### src/hw/fws_pkg.sv
// package: constants and types for the flash status polling controller
// Overview of operation
// - host reads status at the program address
// - host reads erase status inside erased sector
// - take valid data only on later read
// - host compares toggle over two back-to-back reads
// - toggling with timeout bit: recheck, then reset
// - resumed polling restarts from first paired read
// - host writes reset command after timeout failure
// - reset is one write of f0 anywhere
package fws_pkg;
  localparam int ADDR_W = 18;
  localparam int CLK_MHZ = 20;
  // bus timing in cycles: setup, strobe low, hold/recovery
  localparam logic [3:0] SETUP_CYC = 4'h1;
  localparam logic [3:0] STROBE_CYC = 4'h3;
  localparam logic [3:0] RECOV_CYC = 4'h2;
  localparam logic [7:0] RESET_CMD = 8'hf0;
  localparam int POLL_BIT = 7;
  localparam int TOGGLE_BIT = 6;
  localparam int TIMEOUT_BIT = 5;
  // register map of the controller, word offsets
  localparam logic [3:0] REG_CTRL = 4'h0;
  localparam logic [3:0] REG_ADDR = 4'h1;
  localparam logic [3:0] REG_DATA = 4'h2;
  localparam logic [3:0] REG_STAT = 4'h3;
  localparam logic [3:0] REG_RDAT = 4'h4;
  // ctrl write bits
  localparam int CTRL_WRITE = 0;
  localparam int CTRL_READ = 1;
  localparam int CTRL_TOGGLE = 2;
  localparam int CTRL_POLL = 3;
  localparam int CTRL_RESET = 4;
  localparam int CTRL_EXPECT = 8;
  // poll/toggle results
  typedef enum logic [1:0] {FWS_RES_NONE, FWS_RES_DONE, FWS_RES_FAIL}
    fws_res_t;
  typedef struct packed {
    logic [ADDR_W-1:0] addr;
    logic [7:0] data;
    logic write;
  } fws_cyc_t;
  typedef struct packed {
    logic ce_n;
    logic we_n;
    logic oe_n;
    logic [ADDR_W-1:0] addr;
    logic [7:0] dout;
    logic doe;
  } fws_pins_t;
endpackage : fws_pkg

### src/hw/fws_bus_cycle.sv
// one flash bus cycle (read or write) driven on the strobe pins
`timescale 1ns/1ps
`default_nettype none
module fws_bus_cycle
  import fws_pkg::*;
(
  // clock and reset
  input wire logic clock,
  input wire logic rst_n,
  // request
  input wire logic start,
  input wire fws_pkg::fws_cyc_t cyc,
  output logic busy,
  output logic done,
  output logic [7:0] rdata,
  // pins
  output fws_pkg::fws_pins_t pins,
  input wire logic [7:0] din
);
  typedef enum {FWS_IDLE, FWS_SETUP, FWS_STROBE, FWS_RECOV} fws_bst_t;
  fws_bst_t st_q;
  logic [3:0] cnt_q;
  logic [7:0] s1_q, s2_q, s3_q;
  logic [7:0] stab_q, stab_d;

  // a pin bit counts only once the two late stages agree on it
  for (genvar gi = 0; gi < 8; gi++)
  begin : g_agree
    assign stab_d[gi] = (s2_q[gi] == s3_q[gi]) ? s3_q[gi] : stab_q[gi];
  end

  // three-stage sampler; value taken only once last two agree
  always_ff @(posedge clock or negedge rst_n)
    if (!rst_n)
    begin
      s1_q <= 8'h00;
      s2_q <= 8'h00;
      s3_q <= 8'h00;
      stab_q <= 8'h00;
    end
    else
    begin
      s1_q <= din;
      s2_q <= s1_q;
      s3_q <= s2_q;
      stab_q <= stab_d;
    end

  always_ff @(posedge clock or negedge rst_n)
    if (!rst_n)
    begin
      st_q <= FWS_IDLE;
      cnt_q <= 4'h0;
      done <= 1'b0;
      rdata <= 8'h00;
      pins <= '{ce_n: 1'b1, we_n: 1'b1, oe_n: 1'b1, default: '0};
    end
    else
    begin
      done <= 1'b0;
      case (st_q)
        FWS_IDLE:
          if (start)
          begin
            pins.addr <= cyc.addr;
            pins.dout <= cyc.data;
            pins.doe <= cyc.write;
            pins.ce_n <= 1'b0;
            cnt_q <= SETUP_CYC;
            st_q <= FWS_SETUP;
          end
        FWS_SETUP:
          if (cnt_q == 4'h1)
          begin
            pins.we_n <= ~pins.doe;
            pins.oe_n <= pins.doe;
            cnt_q <= STROBE_CYC;
            st_q <= FWS_STROBE;
          end
          else
            cnt_q <= cnt_q - 4'h1;
        FWS_STROBE:
          if (cnt_q == 4'h1)
          begin
            // each read ends at oe rise: device toggles once here
            pins.we_n <= 1'b1;
            pins.oe_n <= 1'b1;
            pins.ce_n <= 1'b1;
            cnt_q <= RECOV_CYC;
            st_q <= FWS_RECOV;
          end
          else
            cnt_q <= cnt_q - 4'h1;
        FWS_RECOV:
          if (cnt_q == 4'h1)
          begin
            // stages lag the pin by three clocks: byte settles only now
            rdata <= stab_d;
            pins.doe <= 1'b0;
            done <= 1'b1;
            st_q <= FWS_IDLE;
          end
          else
            cnt_q <= cnt_q - 4'h1;
        default:
          st_q <= FWS_IDLE;
      endcase
    end

  assign busy = (st_q != FWS_IDLE);
endmodule : fws_bus_cycle
`default_nettype wire

### src/hw/fws_host.sv
// host controller: flash command writes, data polling, toggle check
`timescale 1ns/1ps
`default_nettype none
module fws_host
  import fws_pkg::*;
(
  // clock and reset
  input wire logic clock,
  input wire logic rstn,
  // software port
  input wire logic [3:0] reg_addr,
  input wire logic [31:0] reg_wdata,
  input wire logic reg_wr,
  input wire logic reg_rd,
  output logic [31:0] reg_rdata,
  // flash pins
  output logic flash_ce_n,
  output logic flash_we_n,
  output logic flash_oe_n,
  output logic [ADDR_W-1:0] flash_addr,
  output logic [7:0] data_byte_lines_out,
  output logic data_byte_lines_oe,
  input wire logic [7:0] data_byte_lines_in
);
  typedef enum {H_IDLE, H_ONE, H_RD_A, H_RD_B, H_RD_C, H_RESET, H_CHECK}
    fws_hst_t;

  logic rst_a_q, rst_n;
  fws_hst_t st_q;
  logic [ADDR_W-1:0] addr_q;
  logic [7:0] data_q, first_q, rdat_q;
  logic expect_q, poll_mode_q, seen_to_q, busy_q;
  fws_res_t res_q;
  logic cyc_start_q, cyc_busy, cyc_done;
  fws_cyc_t cyc_q;
  fws_pins_t pins;
  logic [7:0] cyc_rdata;
  logic tog_diff, poll_true;

  // ****************************************************************
  // reset release
  // ****************************************************************
  always_ff @(posedge clock or negedge rstn)
    if (!rstn)
    begin
      rst_a_q <= 1'b0;
      rst_n <= 1'b0;
    end
    else
    begin
      rst_a_q <= 1'b1;
      rst_n <= rst_a_q;
    end

  fws_bus_cycle u_cyc (
    .clock(clock),
    .rst_n(rst_n),
    .start(cyc_start_q),
    .cyc(cyc_q),
    .busy(cyc_busy),
    .done(cyc_done),
    .rdata(cyc_rdata),
    .pins(pins),
    .din(data_byte_lines_in)
  );

  always_ff @(posedge clock or negedge rst_n)
    if (!rst_n)
    begin
      flash_ce_n <= 1'b1;
      flash_we_n <= 1'b1;
      flash_oe_n <= 1'b1;
      flash_addr <= '0;
      data_byte_lines_out <= 8'h00;
      data_byte_lines_oe <= 1'b0;
    end
    else
    begin
      flash_ce_n <= pins.ce_n;
      flash_we_n <= pins.we_n;
      flash_oe_n <= pins.oe_n;
      flash_addr <= pins.addr;
      data_byte_lines_out <= pins.dout;
      data_byte_lines_oe <= pins.doe;
    end

  // ****************************************************************
  // configuration registers
  // ****************************************************************
  always_ff @(posedge clock or negedge rst_n)
    if (!rst_n)
    begin
      addr_q <= '0;
      data_q <= 8'h00;
    end
    else if (reg_wr && !busy_q)
    begin
      if (reg_addr == REG_ADDR)
        addr_q <= reg_wdata[ADDR_W-1:0];
      if (reg_addr == REG_DATA)
        data_q <= reg_wdata[7:0];
    end

  assign tog_diff = (first_q[TOGGLE_BIT] != cyc_rdata[TOGGLE_BIT]);
  assign poll_true = (cyc_rdata[POLL_BIT] == expect_q);

  // ****************************************************************
  // sequencer
  // ****************************************************************
  // polling reads always use addr_q: program address or erase sector
  always_ff @(posedge clock or negedge rst_n)
    if (!rst_n)
    begin
      st_q <= H_IDLE;
      cyc_start_q <= 1'b0;
      cyc_q <= '0;
      busy_q <= 1'b0;
      res_q <= FWS_RES_NONE;
      first_q <= 8'h00;
      rdat_q <= 8'h00;
      expect_q <= 1'b0;
      poll_mode_q <= 1'b0;
      seen_to_q <= 1'b0;
    end
    else
    begin
      cyc_start_q <= 1'b0;
      case (st_q)
        H_IDLE:
          if (reg_wr && reg_addr == REG_CTRL)
          begin
            busy_q <= 1'b1;
            res_q <= FWS_RES_NONE;
            seen_to_q <= 1'b0;
            expect_q <= reg_wdata[CTRL_EXPECT];
            cyc_start_q <= 1'b1;
            cyc_q.addr <= addr_q;
            cyc_q.data <= data_q;
            cyc_q.write <= 1'b0;
            if (reg_wdata[CTRL_WRITE])
            begin
              cyc_q.write <= 1'b1;
              st_q <= H_ONE;
            end
            else if (reg_wdata[CTRL_RESET])
            begin
              cyc_q.write <= 1'b1;
              cyc_q.data <= RESET_CMD;
              st_q <= H_ONE;
            end
            else if (reg_wdata[CTRL_TOGGLE] || reg_wdata[CTRL_POLL])
            begin
              // always restart from the first paired read
              poll_mode_q <= reg_wdata[CTRL_POLL];
              st_q <= H_RD_A;
            end
            else if (reg_wdata[CTRL_READ])
              st_q <= H_ONE;
            else
            begin
              cyc_start_q <= 1'b0;
              busy_q <= 1'b0;
            end
          end
        H_ONE:
          if (cyc_done)
          begin
            rdat_q <= cyc_rdata;
            res_q <= FWS_RES_DONE;
            busy_q <= 1'b0;
            st_q <= H_IDLE;
          end
        H_RD_A:
          if (cyc_done)
          begin
            first_q <= cyc_rdata;
            cyc_start_q <= 1'b1;
            st_q <= H_RD_B;
          end
        H_RD_B:
          if (cyc_done)
          begin
            rdat_q <= cyc_rdata;
            first_q <= cyc_rdata;
            if (poll_mode_q ? poll_true : !tog_diff)
            begin
              // true bit seen or toggling stopped: data taken from a further read
              cyc_start_q <= 1'b1;
              st_q <= H_RD_C;
            end
            else if (seen_to_q)
              st_q <= H_RESET;
            else
            begin
              seen_to_q <= cyc_rdata[TIMEOUT_BIT];
              cyc_start_q <= 1'b1;
              st_q <= seen_to_q ? H_RESET : H_CHECK;
            end
          end
        H_CHECK:
        begin
          // recheck once more after timeout bit, else keep polling
          cyc_start_q <= 1'b1;
          st_q <= H_RD_B;
        end
        H_RD_C:
          if (cyc_done)
          begin
            rdat_q <= cyc_rdata;
            res_q <= FWS_RES_DONE;
            busy_q <= 1'b0;
            st_q <= H_IDLE;
          end
        H_RESET:
          if (!cyc_busy && !cyc_start_q)
          begin
            cyc_start_q <= 1'b1;
            cyc_q.write <= 1'b1;
            cyc_q.data <= RESET_CMD;
            res_q <= FWS_RES_FAIL;
            st_q <= H_ONE;
          end
        default:
          st_q <= H_IDLE;
      endcase
      if (st_q == H_ONE && cyc_done && res_q == FWS_RES_FAIL)
        res_q <= FWS_RES_FAIL;
    end

  // ****************************************************************
  // read port
  // ****************************************************************
  always_ff @(posedge clock or negedge rst_n)
    if (!rst_n)
      reg_rdata <= 32'h0000_0000;
    else if (reg_rd)
      case (reg_addr)
        REG_ADDR: reg_rdata <= {{(32-ADDR_W){1'b0}}, addr_q};
        REG_DATA: reg_rdata <= {24'h000000, data_q};
        REG_STAT: reg_rdata <= {28'h0000000, res_q, seen_to_q, busy_q};
        REG_RDAT: reg_rdata <= {24'h000000, rdat_q};
        default: reg_rdata <= 32'h0000_0000;
      endcase
    else
      reg_rdata <= 32'h0000_0000;
endmodule : fws_host
`default_nettype wire

### config.mk
export PLATFORM = sky130hd
export DESIGN_NAME = fws_host
export DESIGN_NICKNAME = d
export VERILOG_FILES = /design/src/hw/fws_pkg.sv /design/src/hw/fws_bus_cycle.sv /design/src/hw/fws_host.sv
export SDC_FILE = /design/constraint.sdc
export NUM_CORES = 1
export LEC_CHECK = 0
export ABC_CLOCK_PERIOD_IN_PS = 9200
export BUFFER_PORTS_ARGS = -buffer_cell sky130_fd_sc_hd__buf_2
export CAP_MARGIN = 0
export CORE_MARGIN = 1.5
export CORE_UTILIZATION = 53
export CTS_BUF_LIST = sky130_fd_sc_hd__clkbuf_4 sky130_fd_sc_hd__clkbuf_8
export DETAILED_ROUTE_END_ITERATION = 8
export PLACE_DENSITY = 0.75
export SYNTH_ARGS = -nofsm -noshare
export SYNTH_HDL_FRONTEND = slang
export SYNTH_SLANG_ARGS = --single-unit
### constraint.sdc
create_clock -name clock -period 9.2 [get_ports clock]
set_clock_uncertainty 0.05 [all_clocks]
set_input_delay 1.38 -clock clock [delete_from_list [all_inputs] [get_ports clock]]
set_output_delay 1.38 -clock clock [all_outputs]
set_load 0.02 [all_outputs]
Yosys cells after proc, flatten, opt, wreduce, memory -nomap -nowiden
Cells that the tools add are included.
{"block": "word_totals", "reg_bits": 278, "latchBits": 0, "ramBits": 0, "romBits": 0, "inputBits": 48, "out_inout_bits": 62, "wordCells": 198, "memories": 0}
{"block": "op_classes", "add_sub_neg": 1, "n_mul": 0, "div_mod_pow": 0, "order_cmp": 0, "eq_ne": 41, "shift": 0, "muxes": 73, "n_bitwise": 3, "reduce_logical": 43}
{"op": "$mux 32", "count": 14}
{"op": "$pmux 32 s6", "count": 1}
{"op": "$eq 32x2->1 const B", "count": 5}
{"op": "$pmux 32 s4", "count": 1}
{"op": "$eq 32x3->1 const B", "count": 3}
{"op": "$pmux 18 s4", "count": 1}
{"op": "$eq 32x1->1 const B", "count": 2}
{"op": "$logic_not 32->1", "count": 2}
{"op": "$reduce_bool 32->1", "count": 1}
{"op": "$mux 1", "count": 31}
{"op": "$mux 9", "count": 3}
{"op": "$pmux 9 s2", "count": 1}
{"op": "$reduce_and 3->1", "count": 6}
{"op": "$mux 4", "count": 4}
{"op": "$pmux 4 s4", "count": 1}
{"op": "$mux 2", "count": 7}
{"op": "$reduce_and 2->1", "count": 7}
{"op": "$ne 2x1->1 const B", "count": 6}
{"op": "$reduce_and 4->1", "count": 3}
{"op": "$reduce_bool 2->1", "count": 6}
{"op": "$ne 2x2->1 const B", "count": 5}
{"op": "$eq 1x1->1", "count": 9}
{"op": "$eq 4x1->1 const B", "count": 2}
{"op": "$eq 4x2->1 const B", "count": 2}
{"op": "other kinds (23)", "count": 38}

Depth between registers and ports, before layout
Gate-level depths: netlist of run 1.
{"block": "depth", "ltp_word": 6, "depth_mapped": 7}

Hierarchy
A second synthesis of run 1 with hierarchy kept.
{"block": "hier_totals", "hier_cells": 522, "hier_area_um2": 7566.0}
{"mod": "fws_host", "n_inst": 1, "cells_each": 336, "area_per_inst_um2": 4748.3, "seq_area_each_um2": 3056.7}
{"mod": "fws_bus_cycle", "n_inst": 1, "cells_each": 186, "area_per_inst_um2": 2817.7, "seq_area_each_um2": 1930.6}

Least setup slack after synthesis of run 1
Ideal clock, no wire load.
{"block": "synth_path", "path_type": "input -> register", "start": "in reg_addr[1]", "end": "reg poll_mode_q", "arrival_time_ns": 2.902, "setup_slack_ns": 6.123, "cell_stages": 6, "cell_sequence": "buf_6 -> or4_4 -> or3_1 -> buf_6 -> nor2_1 -> mux2_2"}
{"block": "synth_between", "elab_chain_cells": 3}
{"item": "start: declaration", "line_no": "fws_host.sv:11", "source": "input wire logic [3:0] reg_addr,"}
{"item": "$logic_not 4->1", "line_no": "fws_host.sv:130", "source": "if (reg_wr && reg_addr == REG_CTRL)"}
{"item": "$logic_and 1x1->1", "line_no": "fws_host.sv:130"}
{"item": "$reduce_and 5->1 (no line)"}
{"item": "end signal: assignment", "line_no": "fws_host.sv:154", "source": "poll_mode_q <= reg_wdata[CTRL_POLL];"}
{"item": "end: declaration", "line_no": "fws_host.sv:32", "source": "logic expect_q, poll_mode_q, seen_to_q, busy_q;"}
No other way between the ends.
A chain may end at the register's enable or synchronous reset.

Final worst setup path of run 1
{"block": "layout_path", "start": "in reg_addr[1]", "end": "reg cyc_q[7] (netlist bit)"}
{"block": "layout_between", "elab_chain_cells": 4}
{"item": "$logic_not 4->1", "line_no": "fws_host.sv:130"}
{"item": "$logic_and 1x1->1", "line_no": "fws_host.sv:130"}
{"item": "$ne 2x2->1 (no line)"}
{"item": "$reduce_and 3->1 (no line)"}
{"item": "end: declaration", "line_no": "fws_host.sv:35", "source": "fws_cyc_t cyc_q;"}
No other way between the ends.

==> impl_metrics.toml, run 1 <==
[detailed_routing]
drtIter0Drc = 354
vias = 4363
dr.pass1.iters = 4
wirelength_um = 13840
drcViolationCount = 0
ant_nets = 0
wl_per_cell_um = 17.32
viasPerCell = 5.461

[global_route]
antenna_found_initial = 1
grt_pass1_vias = 4386
grt_pass1_wl_um = 22360
grt_start_max_net_pins = 87
grt_usage_pct = 19.71
grt.overflow.total = 0

[synth]
synth_top_cell_area_share_pct = 63.55
synth-seq-cells = 199
ys_warn_count = 0
synth-main-ff-cell = "dfrtp_1"
synth_largest_area_cell = "dfrtp_1"
ys_async_sr_fraction_pct = 100.0
ys_seq_area_share_pct = 65.62
netlist_top_cells_count = "193 x dfrtp_1, 70 x mux2_2, 17 x mux2_4"
synth_edf_count = 0
synthTopCellsByArea = "dfrtp_1 64%, mux2_2 10%, mux2_4 3.4%"
syn_area_um2 = 7600
synthCells = 520
yosys.cell_types.count = 63
avgSynthCellArea_um2 = 14.61
yosysMostFrequentCell = "dfrtp_1"

[status]
outcome = "complete, no violations"

[critical_path]
r2r_slack_ns = 6.77
worst_ep_required_time_ns = 9.50
cp-end-kind = "register"
criticalPathCategory = "primary input to register"
path_max_fanout = 21
reg2regPathDepth = 5
cp-start-kind = "primary input"
crit_arrival_ns = 3.28

[place]
place_congestion = 0.8606
detailed_place_hpwl_um = 9601
portBuffers = 81

[floorplanning]
die_w_um = 122.7
dieArea_um2 = 15070
core_area_um2 = 13930
ioPinCount = 110
rows = 43
die_h_um = 122.7
start_util_pct = 54.54

[sta]
min_period_ns = 2.985
rsz0062_at_grt = "no"
tightestPinTransition_ns = 1.051
max_freq_mhz = 335.0
finalHoldViolCount = 0
fin_crit_sh_pct = 32.45
hold_ws_ns = 0.2325
final_max_slew_viol_count = 0
finalSetupViolCount = 0
slew_headroom_pct = 29.96
finalSetupTns_ns = 0

[worst_hold_path]
hp-class = "register to asynchronous set/reset pin"

[pwr]
ir_worst_vdd_mv = 0.1026
p_seq_share_pct = 60.0
netSwitchingFraction_pct = 22.79
p_switching_mw = 0.3434
power_density_nw_per_um2 = 176.9
internal_power_mw = 1.163
comb_power_share_pct = 3.3
p_clk_share_pct = 36.7
cellLeakagePower_nw = 4.376

[clock_network]
cts-root-buf = "clkbuf_8"
cts_hold_buf = 0
h-tree-depth = 4
ctsResizeCount = 0
cts_tree = "built"
clock_path_buffers = 2
post_cts_buffers = 0
numCtsBuffers = 17
clock-sinks = 199
clkSlewWorstSetupHoldPaths_ns = 0.10
clock_latency_ns = 0.46

[cells_and_area]
drive_gt1_share_pct = 36.03
n_antenna_cell = 0
synthToLayoutAreaGrowth_pct = 12.02
fin_nets = 661

[flow_run]
cap_violations = 0
==> cell usage in the layout (no fill, tap or decap), types with 4 or more instances in the layout <==
master | synthesis | layout
o31ai_1 | 4 | 4
nand2b_1 | 5 | 5
and3_1 | 11 | 11
dfstp_2 | 6 | 6
nor2b_1 | 6 | 6
dfrtp_1 | 193 | 192
nand3_1 | 6 | 6
or3_1 | 4 | 4
conb_1 | 2 | 15
inv_1 | 13 | 13
clkbuf_8 | 0 | 18
o22a_1 | 8 | 8
a21oi_1 | 13 | 13
o21ai_0 | 11 | 11
inv_6 | 0 | 5
a22o_1 | 14 | 14
maj3_1 | 8 | 8
mux2_2 | 70 | 70
buf_2 | 1 | 81
nor2_1 | 15 | 15
nand2_1 | 14 | 14
ha_1 | 7 | 7
buf_4 | 14 | 6
a22oi_1 | 8 | 8
mux2_4 | 17 | 17
==> worst paths after layout <==
kind | startpoint | to
min in group clock | u_cyc.s1_q[1]$_DFF_PN0_ | u_cyc.s2_q[1]$_DFF_PN0_
hold reg to reg | rst_n$_DFF_PN0_ | expect_q$_DFFE_PN0P_
setup / recovery | reg_addr[1] | cyc_q[7]$_DFFE_PN0P_
max in group asynchronous | rst_n$_DFF_PN0_ | data_byte_lines_oe$_DFF_PN0_
setup reg to reg | st_q[2]$_DFFE_PN0P_ | cyc_q[7]$_DFFE_PN0P_
hold / removal | rst_n$_DFF_PN0_ | expect_q$_DFFE_PN0P_
==> layer usage <==
metal / wire, um / GRT usage [%]
met2: 6717 / 30.07
met3: 637 / 4.600
met5: 10 / 0
met1: 6162 / 27.13
met4: 312 / 8.648
==> logic make-up after synthesis <==
group	Yosys count	synth area share [%]
adders and majority gates	15	2.206
DFF	199	65.62
and+or+nand+nor	84	6.305
buffers and inverters	46	3.540
muxes	90	14.16
xor gates and xnor gates	2	0.2305
AOI/OAI and AO/OA	82	7.837
other	2	0.09882
==> final cells by class <==
class | count | area, um2
fill | 1054 | 5421
sequential | 199 | 4991
multi-input combinational | 288 | 2399
timing repair buffer | 87 | 450.4
clock buffer | 19 | 255.2
tap | 180 | 225.2
clock inverter | 13 | 143.9
inverter | 13 | 48.80
==> per-stage QoR <==
stage	cell area, um2	utilization, %	setup slack, ns	power (mW)	std cells
finish	8513	61.09	6.215	1.506	799
global route	8513	61.09	6.181	1.569	799
CTS	8513	61.09	6.233	1.521	799
detailed placement	8114	58.23	5.761	0.9720	767
global placement	8114	58.23	5.773	0.9690	767
floorplan	7649	-	3.205	0.9543	533
==> power by group through the flow <==
stage	clock network [mW]	logic (mW)	registers [mW]
after floorplan	0	0.0271	0.927
after global routing	0.607	0.0565	0.906
final	0.553	0.0497	0.903
after global placement	0	0.0491	0.920
after detailed placement	0	0.0509	0.921
after CTS	0.567	0.0511	0.904
==> critical path: stages <==
cell	delay [ns]
buf_2	0.14
or4_4	0.55
or3_1	0.45
buf_4	0.31
a21o_1	0.24
o22a_1	0.19
==> sequential cells by signal (all words and copies together) (netlist names), 3 cells and up <==
| name | flops |
|---|---|
| u_cyc.cnt_q | 4 |
| addr_q | 18 |
| data_q | 8 |
| rdat_q | 8 |
| u_cyc.s1_q | 8 |
| cyc_q | 27 |
| u_cyc.pins | 30 |
| data_byte_lines_out | 8 |
| st_q | 3 |
| u_cyc.s3_q | 8 |
| u_cyc.rdata | 8 |
| u_cyc.s2_q | 8 |
| reg_rdata | 18 |
| u_cyc.stab_q | 8 |
| flash_addr | 18 |
(Power assumes the default switching activity.)
==> inputs of run 2 (changes only) <==
Settings changed: ABC_CLOCK_PERIOD_IN_PS 9200 to 3000.
Clock period 9.2 ns to 3 ns, I/O delays scaled along.
==> run 2 against run 1 <==
Net effect:
- global-route usage is 0.66 points higher
- non-clock buffer count up 15
- flip-flop and latch count unchanged
- critical path depth is 1 lower
- sequential share of layout area decreased by 1.1 points
- largest power group unchanged
==> impl_metrics.toml, run 2 (synthesis gave the netlist of run 1 again) <==
[sta]
hold_ws_ns = 0.1375
slew_headroom_pct = 40.70
final_max_slew_viol_count = 0
tightestPinTransition_ns = 0.8876
setup_slack_ns = 0.7719
fin_crit_sh_pct = 74.27
rsz0062_at_grt = "no"
max_freq_mhz = 448.8
finalSetupTns_ns = 0
finalHoldViolCount = 0
finalSetupViolCount = 0
min_period_ns = 2.228

[cells_and_area]
top_regs = "u_cyc.pins (30), cyc_q (27)"
final_util_pct = 62.23
multi_input_area_um2 = 2399
regArea_um2 = 4991
largest_register = "u_cyc.pins"
finalInstanceArea_um2 = 8672
layout_commonest_cell = "dfrtp_1"
finalNonFillerCells = 814
fin_nets = 676
final_cell_mix = "192 x dfrtp_1, 81 x buf_2, 70 x mux2_2"
n_antenna_cell = 0
synthToLayoutAreaGrowth_pct = 14.11
drive_gt1_share_pct = 36.12
nFillCells = 1053
largest_reg_flops = 30

[pwr]
finalPower_mw = 4.606
ir_worst_vdd_mv = 0.3373
cellLeakagePower_nw = 4.440
power_density_nw_per_um2 = 531.2

[floorplanning]
rows = 43
ioPinCount = 110
die_h_um = 122.7
dieArea_um2 = 15070
core_area_um2 = 13930
die_w_um = 122.7
start_util_pct = 54.54

[detailed_routing]
vias = 4450
wl_per_cell_um = 17.50
drtIter0Drc = 253
dr.pass1.iters = 5
wirelength_um = 14240
drcViolationCount = 0
viasPerCell = 5.467
ant_nets = 0

[clock_network]
ctsResizeCount = 0
cts_tree = "built"
clock-sinks = 199
clock_latency_ns = 0.47
h-tree-depth = 4
clkSlewWorstSetupHoldPaths_ns = 0.11
cts-root-buf = "clkbuf_8"
numCtsBuffers = 17
clock_path_buffers = 2

[global_route]
grt_pass1_wl_um = 22890
grt_usage_pct = 20.37
grt_pass1_vias = 4407
grt.overflow.total = 0
antenna_found_initial = 0
grt_start_max_net_pins = 61

[place]
pre_cts_ws_ns = 0.6003
place_congestion = 0.9064
detailed_place_hpwl_um = 10050
placed_cell_area_um2 = 8184
portBuffers = 81
dp_cells = 773

[flow_run]
cap_violations = 0

[critical_path]
cp-start-kind = "register"
cp-end-kind = "register"
path_max_fanout = 8
worst_ep_required_time_ns = 3.31
criticalPathCategory = "register to register"
crit_arrival_ns = 2.54

[status]
outcome = "complete, no violations"

[worst_hold_path]
hp-class = "primary input to register"
[run 2: changes by cell type in the layout (fill, tap and decap cells not counted), moves of 2 or more]
cell / before / now
buf_12: 0 / 2
inv_6: 5 / 3
dlygate4sd3_1: 0 / 9
buf_4: 6 / 10
inv_8: 0 / 3
clkinv_2: 3 / 0
clkinv_4: 2 / 4
clkinvlp_4: 1 / 3
[run 2: area by class of cell]
| class | instances | area share (%) |
|---|---|---|
| clock buffer | 17 | 2.698 |
| clock inverter | 15 | 1.890 |
| inverter | 13 | 0.5627 |
| multi-input combinational | 288 | 27.66 |
| sequential | 199 | 57.55 |
| tap | 180 | 2.597 |
| timing repair buffer | 102 | 7.041 |
[run 2: worst paths after layout]
kind,from,to,slack [ns],cells past startpoint
max,u_cyc.cnt_q[1]$_DFFE_PN0P_,u_cyc.st_q[1]$_DFFE_PN0P_,0.77,5
min reg2reg,u_cyc.s1_q[5]$_DFF_PN0_,u_cyc.s2_q[5]$_DFF_PN0_,0.30,0
max in group asynchronous,rst_n$_DFF_PN0_,cyc_q[5]$_DFFE_PN0P_,1.71,1
min,reg_wdata[10],addr_q[10]$_DFFE_PN0P_,0.14,2
max reg2reg,u_cyc.cnt_q[1]$_DFFE_PN0P_,u_cyc.st_q[1]$_DFFE_PN0P_,0.77,5
min in group asynchronous,rstn,rst_n$_DFF_PN0_,0.23,2
[run 2: report_power, final]
part           switching [mW]  internal (mW)  leakage, nW
logic                   0.102         0.0615         1.63
clock network           0.977          0.691        0.192
registers              0.0422           2.73         2.62
total                    1.12           3.49         4.44
[run 2: per-layer routing]
metal  up-vias  routed length, um  share of wire, %  global-route usage [%]
met4         0                225               1.6                   9.884
met3        21                579               4.1                   4.275
met1      2270               6501                46                   27.69
li1       2033                  -                 -                       -
met5         -                  0                 0                       0
met2       126               6935                49                   31.35
[run 2: timing repair]
item | in CTS | in global routing
setup buffers | 0 | 0
hold buffers | 9 | 0
endpoints found under the hold margin | 10 | 0
[run 2: worst max-delay path, stage by stage, from the launching register on]
cell and delay, ns:
dfrtp_1 0.40, inv_1 0.11, ha_1 0.19, nor3b_1 0.74, o21ai_0 0.30, mux2_2 0.33
==> inputs of run 3 (changes only) <==
Settings changed: ABC_AREA from default to 1, ABC_CLOCK_PERIOD_IN_PS 3000 to 1900, PLACE_DENSITY 0.75 to 0.78.
Clock period 3 ns to 1.9 ns, I/O delays scaled along.
==> run 3 against run 2 <==
Net effect:
- critical path type unchanged
- hold slack got worse by 0.11 ns
- register-to-register slack got worse by 0.66 ns
- worst setup slack worse by 0.66 ns
- core utilization grew 0.71 points
- area after synthesis is 0.43% higher
- synthesized cell count up 48%
- combinational power grew to 22 times the previous value
- maximum frequency grew 25%
==> impl_metrics.toml, run 3 <==
[critical_path]
cp_top_family = "buffers and inverters"
slowest_stage = "dfrtp_1"
cp-start-kind = "register"
path_max_fanout = 8
cp-end-kind = "register"
criticalPathCategory = "register to register"
r2r_start = "u_cyc.st_q[1]$_DFFE_PN0P_"
worstPathCellList = "inv_1 -> ha_2 -> inv_1 -> nor2_4 -> inv_1 -> nor2_4 -> nor2_4 -> buf_4 -> nand2_1 -> o21ai_0"
r2r_slack_ns = 0.11
startpoint = "u_cyc.st_q[1]$_DFFE_PN0P_"
critPathMaxStageDelay_ns = 0.43
crit_arrival_ns = 2.08
worst_ep_required_time_ns = 2.19
path_buf_inv = 4

[synth]
synth_edf_count = 0
synthTopCellsByArea = "dfrtp_1 63%, nand2_1 10%, o21ai_0 5.0%"
avgSynthCellArea_um2 = 9.938
synth-main-ff-cell = "dfrtp_1"
ys_seq_area_share_pct = 65.34
synthCells = 768
synth_largest_area_cell = "dfrtp_1"
ys_async_sr_fraction_pct = 100.0
netlist_top_cells_count = "205 x nand2_1, 193 x dfrtp_1, 87 x inv_1"
yosys.cell_types.count = 33
ys_warn_count = 0
yosysMostFrequentCell = "nand2_1"
synth_top_cell_area_share_pct = 63.28
syn_area_um2 = 7632
synth-seq-cells = 199

[clock_network]
clock_latency_ns = 0.46
clkSlewWorstSetupHoldPaths_ns = 0.10
clock-sinks = 199
cts_tree = "built"
cts-root-buf = "clkbuf_8"
numCtsBuffers = 17
clock_path_buffers = 2
h-tree-depth = 4

[detailed_routing]
drtIter0Drc = 406
met2_length_um = 6733
top_layer = "met4"
wl_per_cell_um = 12.94
drcViolationCount = 0
wirelength_um = 13820
ant_nets = 0
wl_met3_um = 572
vias = 5246
drt-met1-wl_um = 6128
viasPerCell = 4.912
dr.pass1.iters = 5

[cells_and_area]
final_cell_mix = "205 x nand2_1, 191 x dfrtp_1, 87 x inv_1"
drive_gt1_share_pct = 17.57
layout_commonest_cell = "nand2_1"
largest_register = "u_cyc.pins"
n_antenna_cell = 0
fin_nets = 930
largest_reg_flops = 30
finalInstanceArea_um2 = 8805
synthToLayoutAreaGrowth_pct = 15.36
top_regs = "u_cyc.pins (30), cyc_q (27)"

[place]
placed_cell_area_um2 = 8247
place_congestion = 0.9006
detailed_place_hpwl_um = 9823
portBuffers = 81

[floorplanning]
rows = 43
dieArea_um2 = 15130
ioPinCount = 110
die_w_um = 123
start_util_pct = 54.56
core_area_um2 = 13990
die_h_um = 123

[status]
outcome = "complete, no violations"

[worst_hold_path]
hp-class = "primary input to register"
worstHoldStart = "reg_wdata[16]"

[sta]
min_period_ns = 1.786
tightestPinTransition_ns = 0.6036
max_freq_mhz = 560.1
hold_ws_ns = 0.02360
final_max_slew_viol_count = 0
finalSetupViolCount = 0
finalSetupTns_ns = 0
fin_crit_sh_pct = 93.98
finalHoldViolCount = 0
slew_headroom_pct = 59.62

[flow_run]
cap_violations = 0

[global_route]
grt.overflow.total = 0
grt_start_max_net_pins = 69
grt_pass1_wl_um = 22870
antenna_found_initial = 0
grt_usage_pct = 19.75
grt_pass1_vias = 4892

[pwr]
power_density_nw_per_um2 = 1423
ir_worst_vdd_mv = 0.6702
cellLeakagePower_nw = 4.559
## run 3: cell count changes after synthesis, moves of 12 or more
| cell | before | now |
|---|---|---|
| a21oi_1 | 13 | 25 |
| a22o_1 | 14 | 0 |
| inv_1 | 13 | 87 |
| mux2_2 | 70 | 0 |
| mux2_4 | 17 | 0 |
| nand2_1 | 14 | 205 |
| nand3_1 | 6 | 25 |
| nor2_1 | 15 | 59 |
| o21ai_0 | 11 | 77 |
## run 3: layer usage
| layer | GRT usage (%) | up-vias |
|---|---|---|
| met4 | 8.118 | 0 |
| met2 | 31.63 | 130 |
| li1 | - | 2581 |
| met3 | 4.382 | 31 |
| met5 | 0 | - |
| met1 | 26.38 | 2504 |
## run 3: report_power, final
| part | switching (mW) | internal, mW |
|---|---|---|
| clock | 1.53 | 1.11 |
| combinational | 2.30 | 1.22 |
| sequential | 0.723 | 5.64 |
| total | 4.56 | 7.97 |
## run 3: metrics by stage
stage               utilization [%]  total power [mW]  cells  setup WS (ns)
finish                        62.94             12.53   1068         0.1145
global route                  62.94             13.44   1068      -0.006373
CTS                           62.65             12.60   1064        0.05616
detailed placement            58.95             9.939   1020        0.06383
global placement              58.95             9.758   1020         0.1501
floorplan                         -             8.870    781        -0.1783
## run 3: path summary, 6_finish.rpt
kind,endpoint,cells past startpoint
min in group asynchronous,rst_n$_DFF_PN0_,2
min reg2reg,u_cyc.rdata[3]$_DFFE_PN0P_,0
max,cyc_q[5]$_DFFE_PN0P_,10
max in group asynchronous,u_cyc.pins[24]$_DFFE_PN0P_,1
min,addr_q[16]$_DFFE_PN0P_,3
max reg2reg,cyc_q[5]$_DFFE_PN0P_,10
## run 3: cell families after synthesis
| logic type | count (synthesis) | share of synthesized area [%] |
|---|---|---|
| buffers and inverters | 124 | 7.082 |
| other | 2 | 0.09840 |
| adder cells (fa/ha/maj) | 15 | 2.197 |
| flip-flops | 199 | 65.34 |
| AO/OA/AOI/OAI | 119 | 8.115 |
| XOR/XNOR | 1 | 0.1148 |
| AND/OR/NAND/NOR | 308 | 17.05 |
## run 3: worst min-delay path: stages
cell	delay (ns)
buf_2	0.08
nor2_1	0.04
a21oi_1	0.10
## run 3: timing repair
action | in CTS | in global routing
gates resized for setup | 0 | 3
hold buffers | 12 | 1
hold endpoints to repair | 13 | 1
setup buffers | 0 | 3
setup endpoints to repair | 0 | 11
## run 3: layout make-up
cell class | count | area (um2)
flip-flops and latches | 199 | 4992
clock buffers | 18 | 241.5
multi-input cells | 458 | 2161
well taps | 180 | 225.2
clock inverters | 14 | 155.1
fillers | 1148 | 5184
inverters | 95 | 356.6
repair buffers | 104 | 673.1
